`config.mk`:
```
export PLATFORM = sky130hd
export DESIGN_NAME = cdec_decoder
export DESIGN_NICKNAME = d
export VERILOG_FILES = /design/src/cdec_pkg.sv /design/src/cdec_decoder.sv /design/src/cdec_classify.sv
export SDC_FILE = /design/constraint.sdc
export NUM_CORES = 1
export LEC_CHECK = 0
export BUFFER_PORTS_ARGS = -buffer_cell sky130_fd_sc_hd__buf_2
export CAP_MARGIN = 20
export CELL_PAD_IN_SITES_DETAIL_PLACEMENT = 0
export CELL_PAD_IN_SITES_GLOBAL_PLACEMENT = 1
export CORE_ASPECT_RATIO = 2
export CORE_MARGIN = 2
export CORE_UTILIZATION = 40
export CTS_CLUSTER_SIZE = 10
export DETAILED_ROUTE_END_ITERATION = 10
export PLACE_DENSITY_LB_ADDON = 0.1
export SYNTH_ARGS = -nofsm -noshare
export SYNTH_HDL_FRONTEND = slang
export SYNTH_HIERARCHICAL = 1
export SYNTH_SLANG_ARGS = --single-unit
```
`constraint.sdc`:
```
create_clock -name REF_CLK -period 18.61 [get_ports REF_CLK]
set_clock_uncertainty 0.15 [all_clocks]
set_input_delay 3.722 -clock REF_CLK [delete_from_list [all_inputs] [get_ports REF_CLK]]
set_output_delay 3.722 -clock REF_CLK [all_outputs]
set_load 0.01 [all_outputs]
```
`src/cdec_pkg.sv`:
```
package cdec_pkg;

	// byte layout: bit 7 is the leftmost, most significant position
	localparam int W_POS = 0;
	localparam int D_POS = 1;
	localparam int S_POS = 1;
	localparam int MOD_HI = 7;
	localparam int MOD_LO = 6;
	localparam int REG_HI = 5;
	localparam int REG_LO = 3;
	localparam int RM_HI = 2;
	localparam int RM_LO = 0;
	localparam int SEG_ZERO_POS = 5;
	localparam int SEG_HI = 4;
	localparam int SEG_LO = 3;
	localparam int SIGN_POS = 7;

	// opcode masks: exact, width bit free, direction and width free, register free
	localparam logic [7:0] MASK_FULL = 8'hFF;
	localparam logic [7:0] MASK_W = 8'hFE;
	localparam logic [7:0] MASK_DW = 8'hFC;
	localparam logic [7:0] MASK_REG = 8'hF8;

	// opcode values, compared under the masks above
	localparam logic [7:0] OPC_SEG_LOAD = 8'h8E;
	localparam logic [7:0] OPC_SEG_STORE = 8'h8C;
	localparam logic [7:0] OPC_EXCH_RM = 8'h86;
	localparam logic [7:0] OPC_EXCH_ACC = 8'h90;
	localparam logic [7:0] OPC_IN_FIXED = 8'hE4;
	localparam logic [7:0] OPC_IN_VAR = 8'hEC;
	localparam logic [7:0] OPC_OUT_FIXED = 8'hE6;
	localparam logic [7:0] OPC_OUT_VAR = 8'hEE;
	localparam logic [7:0] OPC_TRANSLATE = 8'hD7;
	localparam logic [7:0] OPC_LOAD_EA = 8'h8D;
	localparam logic [7:0] OPC_LOAD_PTR_DATA = 8'hC5;
	localparam logic [7:0] OPC_LOAD_PTR_EXTRA = 8'hC4;
	localparam logic [7:0] OPC_FLAGS_TO_HIGH = 8'h9F;
	localparam logic [7:0] OPC_HIGH_TO_FLAGS = 8'h9E;
	localparam logic [7:0] OPC_PUSH_FLAGS = 8'h9C;
	localparam logic [7:0] OPC_POP_FLAGS = 8'h9D;
	localparam logic [7:0] OPC_ADD_RM = 8'h00;
	localparam logic [7:0] OPC_ADD_ACC = 8'h04;
	localparam logic [7:0] OPC_IMM_GROUP = 8'h80;
	localparam logic [7:0] OPC_CARRY_RM = 8'h10;
	localparam logic [7:0] OPC_CARRY_ACC = 8'h14;
	localparam logic [7:0] OPC_SUBTRACT_RM = 8'h28;
	localparam logic [7:0] OPC_SUBTRACT_ACC = 8'h2C;
	localparam logic [7:0] OPC_BORROW_RM = 8'h18;
	localparam logic [7:0] OPC_BORROW_ACC = 8'h1C;
	localparam logic [7:0] OPC_ASCII_ADJ = 8'h37;
	localparam logic [7:0] OPC_DECIMAL_ADJ = 8'h27;
	localparam logic [7:0] OPC_STR_MOVE = 8'hA4;
	localparam logic [7:0] OPC_STR_COMPARE = 8'hA6;
	localparam logic [7:0] OPC_STR_SCAN = 8'hAE;
	localparam logic [7:0] OPC_STR_LOAD = 8'hAC;
	localparam logic [7:0] OPC_STR_STORE = 8'hAA;
	localparam logic [7:0] OPC_SHORT_JUMP = 8'hEB;
	localparam logic [7:0] OPC_NEAR_JUMP = 8'hE9;
	localparam logic [7:0] OPC_NEAR_CALL = 8'hE8;
	localparam logic [7:0] OPC_FAR_JUMP = 8'hEA;
	localparam logic [7:0] OPC_FAR_CALL = 8'h9A;
	localparam logic [7:0] OPC_ESCAPE = 8'hD8;

	// immediate group sub-opcodes held in the reg field
	localparam logic [2:0] SUBOP_ADD = 3'h0;
	localparam logic [2:0] SUBOP_CARRY = 3'h2;
	localparam logic [2:0] SUBOP_BORROW = 3'h3;
	localparam logic [2:0] SUBOP_SUBTRACT = 3'h5;

	// mode field values
	localparam logic [1:0] MOD_NO_DISP = 2'h0;
	localparam logic [1:0] MOD_DISP8 = 2'h1;
	localparam logic [1:0] MOD_DISP16 = 2'h2;
	localparam logic [1:0] MOD_REGISTER = 2'h3;

	// byte counts of trailing fields
	localparam logic [2:0] LEN_ZERO = 3'h0;
	localparam logic [2:0] LEN_ONE = 3'h1;
	localparam logic [2:0] LEN_TWO = 3'h2;
	localparam logic [2:0] LEN_FOUR = 3'h4;
	localparam int TAIL_DEPTH = 4;
	localparam logic [7:0] BYTE_RESET = 8'h00;

	typedef enum logic [4:0] {
		unknown_op, imm_group_op, move_seg_load_op, move_seg_store_op, exchange_op,
		exchange_acc_op, in_port_op, out_port_op, table_translate_op,
		load_effective_address_op, load_pointer_data_seg_op, load_pointer_extra_seg_op,
		flags_to_high_acc_op, high_acc_to_flags_op, push_flags_op, pop_flags_op,
		add_op, add_carry_op, subtract_op, subtract_borrow_op, ascii_add_adjust_op,
		decimal_add_adjust_op, string_op, short_branch_op, near_branch_op,
		far_branch_op, coprocessor_escape_op
	} cdec_op_e;

	typedef enum logic [1:0] {
		extra_segment_reg, code_segment_reg, stack_segment_reg, data_segment_reg
	} cdec_seg_e;

	typedef enum logic [1:0] {tail_none, tail_imm, tail_port, tail_branch} cdec_tail_e;

	// what the first byte alone tells
	typedef struct packed {
		cdec_op_e op;
		logic has_modrm;
		cdec_tail_e tail_kind;
		logic [2:0] tail_len;
		logic word;
		logic to_reg;
		logic sign_ext;
		logic src_index_used;
		logic dst_index_used;
	} cdec_cls_s;

	// one fully decoded instruction
	typedef struct packed {
		cdec_op_e op;
		logic word;
		logic to_reg;
		logic has_modrm;
		logic [1:0] mod_field;
		logic [2:0] reg_field;
		logic [2:0] rm_field;
		logic mem_operand;
		cdec_seg_e seg;
		logic [2:0] disp_len;
		logic [15:0] disp;
		logic [15:0] imm;
		logic port_fixed;
		logic [7:0] port;
		logic src_index_used;
		logic dst_index_used;
		logic base_reg_addr;
		logic far_target;
		logic [15:0] branch_offset;
		logic [15:0] new_code_seg;
		logic [5:0] escape_code;
		logic [2:0] length;
	} cdec_dec_s;

endpackage

```
`src/cdec_decoder.sv`:
```
`timescale 1ns/10ps
// Overview of operation
// - bit 7 is most significant in every byte
// - segment register load and store move opcodes
// - exchange register/memory and with accumulator forms
// - port input, fixed or variable, byte/word
// - port output, fixed or variable, byte/word
// - table translate via base register into acc
// - load effective address, not memory contents
// - load full pointer with data/extra segment
// - four one-byte flag transfer opcodes
// - addition in three forms, immediate length
// - add with carry in three forms
// - subtraction in three forms
// - subtract with borrow in three forms
// - ascii and decimal adjust after addition
// - strings use source index (move, compare, load) and destination index (move, compare, scan, store)
// - short branch is signed 8-bit offset
// - far targets load code segment and pointer
// - escape presents coprocessor opcode and operand address
// - segment code 00 extra to 11 data
// - sign bit sign-extends single immediate byte
// - displacement presence and size from mode field
module cdec_decoder (
	input wire logic REF_CLK, // 40 MHz clock
	input wire logic RST, // asynchronous reset, active high
	input wire logic BYTE_VALID, // instruction queue offers a byte
	input wire logic [7:0] BYTE_DATA, // byte from the queue
	output logic BYTE_READY, // decoder takes the byte this cycle
	output logic DEC_VALID, // decoded instruction on offer
	input wire logic DEC_READY, // execution control accepts it
	output cdec_pkg::cdec_dec_s DEC_INFO // decoded instruction fields
);
	import cdec_pkg::*;

	// fields are taken in byte order
	// build is one spare cycle
	typedef enum logic [2:0] {
		st_opcode, st_modrm, st_disp, st_tail, st_build, st_done
	} cdec_state_e;

	cdec_state_e state_ff; // collector position
	cdec_state_e nxt_state; // its next value
	cdec_cls_s cls_in; // class of the byte on the queue
	cdec_cls_s cls_ff; // class of the held opcode
	logic [7:0] opcode_ff; // held opcode byte
	logic [7:0] modrm_ff; // held mode/reg/rm byte
	logic [15:0] disp_ff; // displacement, low byte first
	logic [2:0] cnt_ff; // bytes taken in the current field
	logic [7:0] tail_ff [TAIL_DEPTH]; // immediate, port or branch bytes
	cdec_dec_s dec_ff; // registered decoded instruction
	cdec_dec_s nxt_dec; // decoded value built from held bytes
	logic take; // a queue byte moves this cycle
	logic [2:0] modrm_in_disp; // displacement length of incoming modrm
	logic [2:0] modrm_ff_disp; // displacement length of held modrm

	// displacement bytes implied by the mode field
	function automatic logic [2:0] disp_len_of(input logic [1:0] mod_field);
		logic [2:0] len;
		len = LEN_ZERO;
		// mod 00 has no direct form here
		case (mod_field)
			MOD_DISP8: len = LEN_ONE;
			MOD_DISP16: len = LEN_TWO;
			default: len = LEN_ZERO;
		endcase
		return len;
	endfunction

	// segment register picked by the 2-bit code
	function automatic cdec_seg_e seg_of(input logic [1:0] code);
		cdec_seg_e seg;
		seg = extra_segment_reg;
		// code is bits 4:3 of byte two
		case (code)
			2'h0: seg = extra_segment_reg;
			2'h1: seg = code_segment_reg;
			2'h2: seg = stack_segment_reg;
			default: seg = data_segment_reg;
		endcase
		return seg;
	endfunction

	// one byte widened to 16 bits with its sign copied up
	function automatic logic [15:0] sext8(input logic [7:0] b);
		return {{8{b[SIGN_POS]}}, b};
	endfunction

	// pure logic on the queue byte
	// first-byte classification reaches every later state through cls_ff
	cdec_classify u_classify (
		.opcode(BYTE_DATA),
		.cls(cls_in)
	);

	// queue handshake; the decoder stalls the queue while an instruction waits
	// a byte offered in build or done
	// waits on the queue until taken
	assign BYTE_READY = (state_ff == st_opcode) || (state_ff == st_modrm)
		|| (state_ff == st_disp) || (state_ff == st_tail);
	assign take = BYTE_VALID && BYTE_READY;
	assign DEC_VALID = (state_ff == st_done);
	assign DEC_INFO = dec_ff;
	assign modrm_in_disp = disp_len_of(BYTE_DATA[MOD_HI:MOD_LO]);
	assign modrm_ff_disp = disp_len_of(modrm_ff[MOD_HI:MOD_LO]);

	// next state: opcode, optional modrm, optional displacement, optional tail
	always_comb begin
		nxt_state = state_ff;
		case (state_ff)
			st_opcode: begin
				if (take) begin
					// one-byte forms go to build
					if (cls_in.has_modrm) begin
						nxt_state = st_modrm;
					end else if (cls_in.tail_len != LEN_ZERO) begin
						nxt_state = st_tail;
					end else begin
						nxt_state = st_build;
					end
				end
			end
			st_modrm: begin
				if (take) begin
					// mode sets the disp count
					if (modrm_in_disp != LEN_ZERO) begin
						nxt_state = st_disp;
					end else if (cls_ff.tail_len != LEN_ZERO) begin
						nxt_state = st_tail;
					end else begin
						nxt_state = st_build;
					end
				end
			end
			st_disp: begin
				// displacement always precedes immediate data
				if (take && (cnt_ff + 3'h1 == modrm_ff_disp)) begin
					nxt_state = (cls_ff.tail_len != LEN_ZERO) ? st_tail : st_build;
				end
			end
			st_tail: begin
				// count fixed by first byte
				if (take && (cnt_ff + 3'h1 == cls_ff.tail_len)) begin
					nxt_state = st_build;
				end
			end
			st_build: begin
				// one cycle to register fields
				nxt_state = st_done;
			end
			st_done: begin
				// wait for execution control
				if (DEC_READY) begin
					nxt_state = st_opcode;
				end
			end
			default: begin
				nxt_state = st_opcode;
			end
		endcase
	end

	// state register
	// async reset parks at opcode
	always_ff @(posedge REF_CLK or posedge RST) begin
		if (RST) begin
			state_ff <= st_opcode;
		end else begin
			state_ff <= nxt_state;
		end
	end

	// byte counter, cleared whenever a new field begins
	always_ff @(posedge REF_CLK or posedge RST) begin
		if (RST) begin
			cnt_ff <= LEN_ZERO;
		end else if (nxt_state != state_ff) begin
			cnt_ff <= LEN_ZERO;
		end else if (take) begin
			cnt_ff <= cnt_ff + 3'h1;
		end
	end

	// opcode and its classification, caught with the first byte
	// kept so no later reclassify
	always_ff @(posedge REF_CLK or posedge RST) begin
		if (RST) begin
			opcode_ff <= BYTE_RESET;
			cls_ff <= '0;
		end else if (take && (state_ff == st_opcode)) begin
			opcode_ff <= BYTE_DATA;
			cls_ff <= cls_in;
		end
	end

	// mode/reg/rm byte; cleared per opcode so forms without one read as zero
	always_ff @(posedge REF_CLK or posedge RST) begin
		if (RST) begin
			modrm_ff <= BYTE_RESET;
		end else if (take && (state_ff == st_opcode)) begin
			modrm_ff <= BYTE_RESET;
		end else if (take && (state_ff == st_modrm)) begin
			modrm_ff <= BYTE_DATA;
		end
	end

	// displacement, kept unsigned; the address unit decides how to extend it
	// low byte first, then high
	always_ff @(posedge REF_CLK or posedge RST) begin
		if (RST) begin
			disp_ff <= 16'h0000;
		end else if (take && (state_ff == st_opcode)) begin
			disp_ff <= 16'h0000;
		end else if (take && (state_ff == st_disp)) begin
			if (cnt_ff == LEN_ZERO) begin
				disp_ff[7:0] <= BYTE_DATA;
			end else begin
				disp_ff[15:8] <= BYTE_DATA;
			end
		end
	end

	// tail bytes, one register per entry, filled in arrival order
	// entry index = tail count
	generate
		for (genvar i = 0; i < TAIL_DEPTH; i++) begin : g_tail
			always_ff @(posedge REF_CLK or posedge RST) begin
				if (RST) begin
					tail_ff[i] <= BYTE_RESET;
				end else if (take && (state_ff == st_opcode)) begin
					tail_ff[i] <= BYTE_RESET;
				end else if (take && (state_ff == st_tail) && (cnt_ff == 3'(i))) begin
					tail_ff[i] <= BYTE_DATA;
				end
			end
		end
	endgenerate

	// field extraction from the held bytes; runs during st_build
	// unused fields stay zero
	always_comb begin
		nxt_dec = '0;
		nxt_dec.op = cls_ff.op;
		nxt_dec.word = cls_ff.word;
		nxt_dec.to_reg = cls_ff.to_reg;
		nxt_dec.has_modrm = cls_ff.has_modrm;
		nxt_dec.src_index_used = cls_ff.src_index_used;
		nxt_dec.dst_index_used = cls_ff.dst_index_used;
		nxt_dec.seg = extra_segment_reg;
		nxt_dec.length = 3'h1 + {2'h0, cls_ff.has_modrm} + cls_ff.tail_len;
		// operand fields of the second byte
		if (cls_ff.has_modrm) begin
			nxt_dec.mod_field = modrm_ff[MOD_HI:MOD_LO];
			nxt_dec.reg_field = modrm_ff[REG_HI:REG_LO];
			nxt_dec.rm_field = modrm_ff[RM_HI:RM_LO];
			nxt_dec.mem_operand = (modrm_ff[MOD_HI:MOD_LO] != MOD_REGISTER);
			nxt_dec.disp_len = modrm_ff_disp;
			nxt_dec.disp = disp_ff;
			nxt_dec.length = nxt_dec.length + modrm_ff_disp;
		end
		// immediate group: the reg field names the arithmetic
		if (cls_ff.op == imm_group_op) begin
			case (modrm_ff[REG_HI:REG_LO])
				SUBOP_ADD: nxt_dec.op = add_op;
				SUBOP_CARRY: nxt_dec.op = add_carry_op;
				SUBOP_BORROW: nxt_dec.op = subtract_borrow_op;
				SUBOP_SUBTRACT: nxt_dec.op = subtract_op;
				default: nxt_dec.op = unknown_op; // other group members are not decoded here
			endcase
		end
		// segment moves: the bit above the code must be zero
		if ((cls_ff.op == move_seg_load_op) || (cls_ff.op == move_seg_store_op)) begin
			nxt_dec.seg = seg_of(modrm_ff[SEG_HI:SEG_LO]);
			if (modrm_ff[SEG_ZERO_POS]) begin
				nxt_dec.op = unknown_op;
			end
		end
		// pointer loads name the segment register they fill
		if (cls_ff.op == load_pointer_data_seg_op) begin
			nxt_dec.seg = data_segment_reg;
		end else if (cls_ff.op == load_pointer_extra_seg_op) begin
			nxt_dec.seg = extra_segment_reg;
		end
		// one-byte exchange: register sits in the opcode's low bits
		if (cls_ff.op == exchange_acc_op) begin
			nxt_dec.reg_field = opcode_ff[RM_HI:RM_LO];
		end
		// translate addresses its table through the base register
		if (cls_ff.op == table_translate_op) begin
			nxt_dec.base_reg_addr = 1'b1;
		end
		// escape: six opcode bits for the coprocessor, operand address only
		if (cls_ff.op == coprocessor_escape_op) begin
			nxt_dec.escape_code = {opcode_ff[RM_HI:RM_LO], modrm_ff[REG_HI:REG_LO]};
		end
		// trailing bytes by kind
		case (cls_ff.tail_kind)
			tail_imm: begin
				// second byte only for words
				if (cls_ff.tail_len == LEN_TWO) begin
					nxt_dec.imm = {tail_ff[1], tail_ff[0]};
				end else if (cls_ff.sign_ext) begin
					nxt_dec.imm = sext8(tail_ff[0]);
				end else begin
					nxt_dec.imm = {8'h00, tail_ff[0]};
				end
			end
			tail_port: begin
				nxt_dec.port_fixed = 1'b1;
				nxt_dec.port = tail_ff[0];
			end
			tail_branch: begin
				// short offsets sign-extend
				if (cls_ff.tail_len == LEN_ONE) begin
					nxt_dec.branch_offset = sext8(tail_ff[0]);
				end else begin
					nxt_dec.branch_offset = {tail_ff[1], tail_ff[0]};
				end
				if (cls_ff.tail_len == LEN_FOUR) begin
					nxt_dec.far_target = 1'b1;
					nxt_dec.new_code_seg = {tail_ff[3], tail_ff[2]};
				end
			end
			default: begin
				// forms with no trailing bytes
				nxt_dec.imm = 16'h0000;
			end
		endcase
	end

	// decoded output register, loaded once per instruction
	// holds through done
	always_ff @(posedge REF_CLK or posedge RST) begin
		if (RST) begin
			dec_ff <= '0;
		end else if (state_ff == st_build) begin
			dec_ff <= nxt_dec;
		end
	end

endmodule

```
`src/cdec_classify.sv`:
```
`timescale 1ns/10ps
module cdec_classify (
	input wire logic [7:0] opcode, // first byte of an instruction
	output cdec_pkg::cdec_cls_s cls // what follows it and what it does
);
	import cdec_pkg::*;

	// opcode equals value on the bits the mask keeps
	function automatic logic hit(input logic [7:0] op, input logic [7:0] val,
			input logic [7:0] mask);
		hit = ((op & mask) == val);
	endfunction

	// priority chain; masked forms never overlap so order is only for reading
	always_comb begin
		cls = '0;
		cls.op = unknown_op;
		cls.word = opcode[W_POS];
		cls.to_reg = opcode[D_POS];
		if (hit(opcode, OPC_SEG_LOAD, MASK_FULL)) begin
			cls.op = move_seg_load_op;
			cls.has_modrm = 1'b1;
			cls.word = 1'b1;
			cls.to_reg = 1'b1;
		end else if (hit(opcode, OPC_SEG_STORE, MASK_FULL)) begin
			cls.op = move_seg_store_op;
			cls.has_modrm = 1'b1;
			cls.word = 1'b1;
			cls.to_reg = 1'b0;
		end else if (hit(opcode, OPC_LOAD_EA, MASK_FULL)) begin
			cls.op = load_effective_address_op;
			cls.has_modrm = 1'b1;
			cls.word = 1'b1;
			cls.to_reg = 1'b1;
		end else if (hit(opcode, OPC_EXCH_RM, MASK_W)) begin
			cls.op = exchange_op;
			cls.has_modrm = 1'b1;
		end else if (hit(opcode, OPC_EXCH_ACC, MASK_REG)) begin
			cls.op = exchange_acc_op;
			cls.word = 1'b1;
		end else if (hit(opcode, OPC_IN_FIXED, MASK_W) || hit(opcode, OPC_OUT_FIXED, MASK_W)) begin
			cls.op = hit(opcode, OPC_IN_FIXED, MASK_W) ? in_port_op : out_port_op;
			cls.tail_kind = tail_port;
			cls.tail_len = LEN_ONE;
		end else if (hit(opcode, OPC_IN_VAR, MASK_W) || hit(opcode, OPC_OUT_VAR, MASK_W)) begin
			cls.op = hit(opcode, OPC_IN_VAR, MASK_W) ? in_port_op : out_port_op;
		end else if (hit(opcode, OPC_TRANSLATE, MASK_FULL)) begin
			cls.op = table_translate_op;
			cls.word = 1'b0;
		end else if (hit(opcode, OPC_LOAD_PTR_DATA, MASK_FULL)
				|| hit(opcode, OPC_LOAD_PTR_EXTRA, MASK_FULL)) begin
			cls.op = hit(opcode, OPC_LOAD_PTR_DATA, MASK_FULL) ? load_pointer_data_seg_op
				: load_pointer_extra_seg_op;
			cls.has_modrm = 1'b1;
			cls.word = 1'b1;
			cls.to_reg = 1'b1;
		end else if (hit(opcode, OPC_FLAGS_TO_HIGH, MASK_FULL)) begin
			cls.op = flags_to_high_acc_op;
		end else if (hit(opcode, OPC_HIGH_TO_FLAGS, MASK_FULL)) begin
			cls.op = high_acc_to_flags_op;
		end else if (hit(opcode, OPC_PUSH_FLAGS, MASK_FULL)) begin
			cls.op = push_flags_op;
		end else if (hit(opcode, OPC_POP_FLAGS, MASK_FULL)) begin
			cls.op = pop_flags_op;
		end else if (hit(opcode, OPC_ADD_RM, MASK_DW) || hit(opcode, OPC_CARRY_RM, MASK_DW)
				|| hit(opcode, OPC_SUBTRACT_RM, MASK_DW) || hit(opcode, OPC_BORROW_RM, MASK_DW)) begin
			cls.has_modrm = 1'b1;
			if (hit(opcode, OPC_ADD_RM, MASK_DW)) begin
				cls.op = add_op;
			end else if (hit(opcode, OPC_CARRY_RM, MASK_DW)) begin
				cls.op = add_carry_op;
			end else if (hit(opcode, OPC_SUBTRACT_RM, MASK_DW)) begin
				cls.op = subtract_op;
			end else begin
				cls.op = subtract_borrow_op;
			end
		end else if (hit(opcode, OPC_ADD_ACC, MASK_W) || hit(opcode, OPC_CARRY_ACC, MASK_W)
				|| hit(opcode, OPC_SUBTRACT_ACC, MASK_W) || hit(opcode, OPC_BORROW_ACC, MASK_W)) begin
			cls.tail_kind = tail_imm;
			cls.tail_len = opcode[W_POS] ? LEN_TWO : LEN_ONE;
			cls.to_reg = 1'b1;
			if (hit(opcode, OPC_ADD_ACC, MASK_W)) begin
				cls.op = add_op;
			end else if (hit(opcode, OPC_CARRY_ACC, MASK_W)) begin
				cls.op = add_carry_op;
			end else if (hit(opcode, OPC_SUBTRACT_ACC, MASK_W)) begin
				cls.op = subtract_op;
			end else begin
				cls.op = subtract_borrow_op;
			end
		end else if (hit(opcode, OPC_IMM_GROUP, MASK_DW)) begin
			cls.op = imm_group_op;
			cls.has_modrm = 1'b1;
			cls.tail_kind = tail_imm;
			cls.sign_ext = opcode[S_POS];
			cls.to_reg = 1'b0;
			cls.tail_len = ({opcode[S_POS], opcode[W_POS]} == 2'h1) ? LEN_TWO : LEN_ONE;
		end else if (hit(opcode, OPC_ASCII_ADJ, MASK_FULL) || hit(opcode, OPC_DECIMAL_ADJ, MASK_FULL)) begin
			cls.op = hit(opcode, OPC_ASCII_ADJ, MASK_FULL) ? ascii_add_adjust_op
				: decimal_add_adjust_op;
			cls.word = 1'b0;
		end else if (hit(opcode, OPC_STR_MOVE, MASK_W) || hit(opcode, OPC_STR_COMPARE, MASK_W)
				|| hit(opcode, OPC_STR_LOAD, MASK_W)) begin
			cls.op = string_op;
			cls.src_index_used = 1'b1;
			cls.dst_index_used = !hit(opcode, OPC_STR_LOAD, MASK_W);
		end else if (hit(opcode, OPC_STR_SCAN, MASK_W) || hit(opcode, OPC_STR_STORE, MASK_W)) begin
			cls.op = string_op;
			cls.dst_index_used = 1'b1;
		end else if (hit(opcode, OPC_SHORT_JUMP, MASK_FULL)) begin
			cls.op = short_branch_op;
			cls.tail_kind = tail_branch;
			cls.tail_len = LEN_ONE;
		end else if (hit(opcode, OPC_NEAR_JUMP, MASK_FULL) || hit(opcode, OPC_NEAR_CALL, MASK_FULL)) begin
			cls.op = near_branch_op;
			cls.tail_kind = tail_branch;
			cls.tail_len = LEN_TWO;
		end else if (hit(opcode, OPC_FAR_JUMP, MASK_FULL) || hit(opcode, OPC_FAR_CALL, MASK_FULL)) begin
			cls.op = far_branch_op;
			cls.tail_kind = tail_branch;
			cls.tail_len = LEN_FOUR;
		end else if (hit(opcode, OPC_ESCAPE, MASK_REG)) begin
			cls.op = coprocessor_escape_op;
			cls.has_modrm = 1'b1;
		end
	end

endmodule

```
Word-level counts from Yosys, hierarchy flattened. Index checks and enable logic that the tools add are counted.

$add $sub $neg: 4. Multiply operators: 0. Div/mod/pow operators: 0. Order comparisons: 0. Equal/unequal tests: 74. Shifts and indexed selects: 0. Mux-type cells: 188. Bitwise operators: 0. Reductions and logical operators: 49.

Operators with widths (number): $mux 11 (30); $mux 6 (34); $mux 5 (32); $eq 8x8->1 const B (15); $mux 16 (7); $mux 8 (12); $eq 7x7->1 const B (10); $mux 3 (18); $mux 2 (20); $mux 33 (1); $mux 1 (22); $eq 3x2->1 const B (7); $mux 10 (2); $pmux 5 s4 (1); $logic_or 1x1->1 (19); $mux 19 (1); $mux 9 (2); $pmux 3 s6 (1); $eq 8x6->1 const B (2); $reduce_bool 2->1 (8); $eq 5x4->1 const B (3); $eq 5x5->1 const B (3); $eq 7x4->1 const B (2); $eq 3x3->1 const B (4); 29 further kinds (59).

Bits in registers: 189. Bits in latches: 0. Bits in writable memories: 0. Bits in read-only memories: 0. Bits of input ports: 12. Output and inout bits: 110. Logic and storage cells: 356. Memories: 0.

Longest topological paths before layout.
Depth after elaboration: 76. Gate-level depth with buffers: 12. Mapped depth without buffers: 10.

Modules after synthesis. Netlist, hierarchy kept.

By module, submodules not included: cdec_decoder (instances 1, cells each 805, area each 7997.7 µm², sequential area each 4704.5 µm²); cdec_classify (instances 1, cells each 147, area each 873.3 µm², sequential area each 0.0 µm²).

Least setup slack after synthesis. Ideal clock, no wire load.

Kind: input-to-reg. Start: input port BYTE_DATA[2]. End: register cnt_ff[0]. Setup time: 0.101 ns. Data arrival time: 5.944 ns. Data required time: 18.359 ns. Slack: 12.415 ns. Stages: 12. Path buffers: 2. Path through: buf_2 -> buf_4 -> nor4b_1 -> a31oi_1 -> nor4_1 -> o21a_1 -> o22ai_1 -> nor4_1 -> nor2_1 -> a2111oi_2 -> mux2i_1 -> nor4_1.

RTL lines: start, declared (line cdec_decoder.sv:28) `input wire logic [7:0] BYTE_DATA,`; end signal, assigned (line cdec_decoder.sv:180) `cnt_ff <= cnt_ff + 3'h1;`; end, declared (line cdec_decoder.sv:49) `logic [2:0] cnt_ff;`.

==> out/metrics.cfg <==
[yosys]
synth_warnings = 6
yosysSeqAreaShare = 0.5303
synth_edf_count = 0
ys_ff_latch = 188
synth-main-ff-cell = dfrtp_1
avgSynthCellArea_sq_um = 9.318
yosysUniqueCellTypes = 78
synth_nets = 973
async_reset_ff_frac = 1.000
synth_area_sq_um = 8871
syn_inst = 952

[floorplanning]
die_x_um = 109.3
start_util = 0.4039
core_area_sq_um = 21970
die_y_um = 214.6
dieArea_sq_um = 23460
row_count = 77
ios = 122

[timing]
timing.final.max_slew_violations = 0
final_hold_viol_count = 0
slew_headroom = 0.3449
rsz0062_at_grt = no
period_share = 0.3532
max_freq_ghz = 0.1521
worst_pin_slew_ps = 982.7
setup_viol = 0
period_minus_slack_ps = 6573
fin_setup_tns_ps = 0
fin_hold_ws_ps = 311.4

[power_and_ir_drop]
power_density_nw_per_um2 = 134.2
total_power_mw = 1.363
vdd_ir_drop_max_mv = 0.07590
p_leak_nw = 5.238

[setup_path]
cp.arrival_ps = 6770
crit_path_top_delay_cell = buf_2
path_class = primary input to flop
endpoint_kind = flop
rr_startpoint = state_ff[2]$_DFF_PP0_
worstPathRequired_ps = 18800
cp-startpoint = BYTE_DATA[3]
path_max_fanout = 33
startpoint_type = primary input
slowest_delay_ps = 500
crit_chain = buf_2 > nand2b_1 > xnor2_1 > nor2_1 > nor3_1 > o22ai_1 > nor4_1 > nor2_1 > a2111oi_2 > mux2i_1 > nor4_1

[grt]
grt_pass1_wl_um = 41100
grt_pass1_vias = 7130
grt_usage = 0.2328
antenna_found_initial = 0
grt.overflow.total = 0
grt_max_degree = 120

[drt]
avgViaCountPerCell = 5.399
drtIter0Drc = 432
wire_per_inst_um = 19.77
routed_wl_um = 26140
antenna_left = 0
via_count = 7137
drc = 0
dr.pass1.iters = 5

[run_status]
status = completed

[clocking]
clkTransAtPathRegs_ps = 70
cts_resized = 0
postCtsSetupBuffers = 0
cts_tree = built
cts_buffer_depth = 2
clk_latency_ps = 440
ctsHoldBuffers = 0
htreeDepth = 4
cts_buffers = 17
clock-sinks = 188
clockRootBuffer = clkbuf_16

[final_layout]
layout-drive-gt1-share = 0.1759
fillers = 2236
syn_to_final_growth_pct = 14.47
fin_cells = 1322
n_antenna_cell = 0
layout.nets = 1054

[job]
drv_cap = 0

[placed_design]
dp.final_hpwl_um = 18270
gp_congestion = 0.9232
io_buffers = 120
dpl.cell_count = 1288

[min_path]
worstHoldPathType = flop to flop
min_from = DEC_INFO[46]$_DFFE_PP0N_

cell type report:
type                       count  area (sq um)  area share
tap                          276         345.3     0.03401
multi-input combinational    683          3760      0.3703
sequential                   188          4705      0.4633
timing repair buffer         129         675.6     0.06654
clock buffer                  19         452.9     0.04460
inverter                      14         60.06    0.005914
clock inverter                13         156.4     0.01540
cells by family after synthesis:
group	count (synthesis)	share of synthesized area
simple gates	460	0.2362
other cells	1	0.0004227
flops	188	0.5303
compound gates	174	0.1292
buf+inv	81	0.04725
xor+xnor	13	0.01368
mux	26	0.02934
fa+ha+maj	9	0.01354
synth_stat cells (5+ instances only):
| cell type | n | area (sq um) |
|---|---|---|
| a21o_1 | 5 | 37.54 |
| a21oi_1 | 26 | 130.1 |
| a22o_1 | 30 | 262.8 |
| a31oi_1 | 7 | 43.79 |
| buf_2 | 14 | 70.07 |
| clkbuf_1 | 37 | 138.9 |
| dfrtp_1 | 188 | 4705 |
| ha_1 | 8 | 100.1 |
| inv_1 | 13 | 48.80 |
| mux2i_1 | 26 | 260.3 |
| nand2_1 | 250 | 938.4 |
| nand2b_1 | 12 | 75.07 |
| nand3_1 | 55 | 275.3 |
| nand4_1 | 5 | 31.28 |
| nor2_1 | 65 | 244.0 |
| nor2b_1 | 13 | 81.33 |
| nor3_1 | 13 | 65.06 |
| nor4_1 | 7 | 43.79 |
| o21ai_0 | 63 | 315.3 |
| xnor2_1 | 9 | 78.83 |
sequential cells by signal (all words and copies together), names as in the netlist:
register,count
disp_ff,16
state_ff,3
cls_ff,16
tail_ff,32
modrm_ff,8
opcode_ff,3
DEC_INFO,107
cnt_ff,3
routing by layer:
| metal | global-route usage | vias to the layer above | part of all wire |
|---|---|---|---|
| met3 | 0.03921 | 47 | 0.040 |
| met4 | 0.09789 | 0 | 0.037 |
| met2 | 0.4108 | 185 | 0.54 |
| li1 | - | 3412 | - |
| met1 | 0.2725 | 3493 | 0.39 |
| met5 | 0 | - | 0 |
through the flow:
step	instance area [sq um]	setup WS, ps	utilization
2_1_floorplan	8871	9624	-
3_3_place_gp	9515	11630	0.4332
3_5_place_dp	9527	11580	0.4337
4_1_cts	10140	12040	0.4614
5_1_grt	10150	11710	0.4623
6_report	10150	12040	0.4623
layout by cell type (no fill, tap or decap), types with 7 or more instances in the layout:
cell type,Yosys,layout
nor2_1,65,65
inv_1,13,12
nor2b_1,13,13
a21oi_1,26,26
dfrtp_1,188,188
a22o_1,30,30
clkbuf_16,0,17
buf_4,3,7
o21ai_0,63,63
buf_2,14,120
nand2_1,250,249
xnor2_1,9,9
nor4_1,7,7
nor3_1,13,12
a31oi_1,7,7
nand2b_1,12,12
ha_1,8,8
mux2i_1,26,26
nand3_1,55,55
power breakdown:
group / switching, mW / internal [mW] / total [mW]
clock: 0.170 / 0.209 / 0.379
combinational: 0.264 / 0.128 / 0.392
sequential: 0.0934 / 0.499 / 0.592
total: 0.527 / 0.836 / 1.36
worst max-delay path, delay by kind of cell:
kind / cells / cell delay [ps]
AOI/OAI and AO/OA: 2 / 610
xor gates and xnor gates: 1 / 250
buffers and inverters: 1 / 500
muxes: 1 / 180
and+or+nand+nor: 6 / 1490
final timing paths:
path,to,slack [ps],cells past startpoint
max in group asynchronous,DEC_INFO[53]$_DFFE_PP0N_,13560,3
min in group asynchronous,DEC_INFO[56]$_DFFE_PP0N_,3290,2
min reg2reg,DEC_INFO[46]$_DFFE_PP0N_,310,2
min,DEC_INFO[46]$_DFFE_PP0N_,310,2
max,cnt_ff[2]$_DFFE_PP0P_,12040,11
max reg2reg,DEC_INFO[15]$_DFFE_PP0N_,15730,7
(Power assumes the default switching activity.)
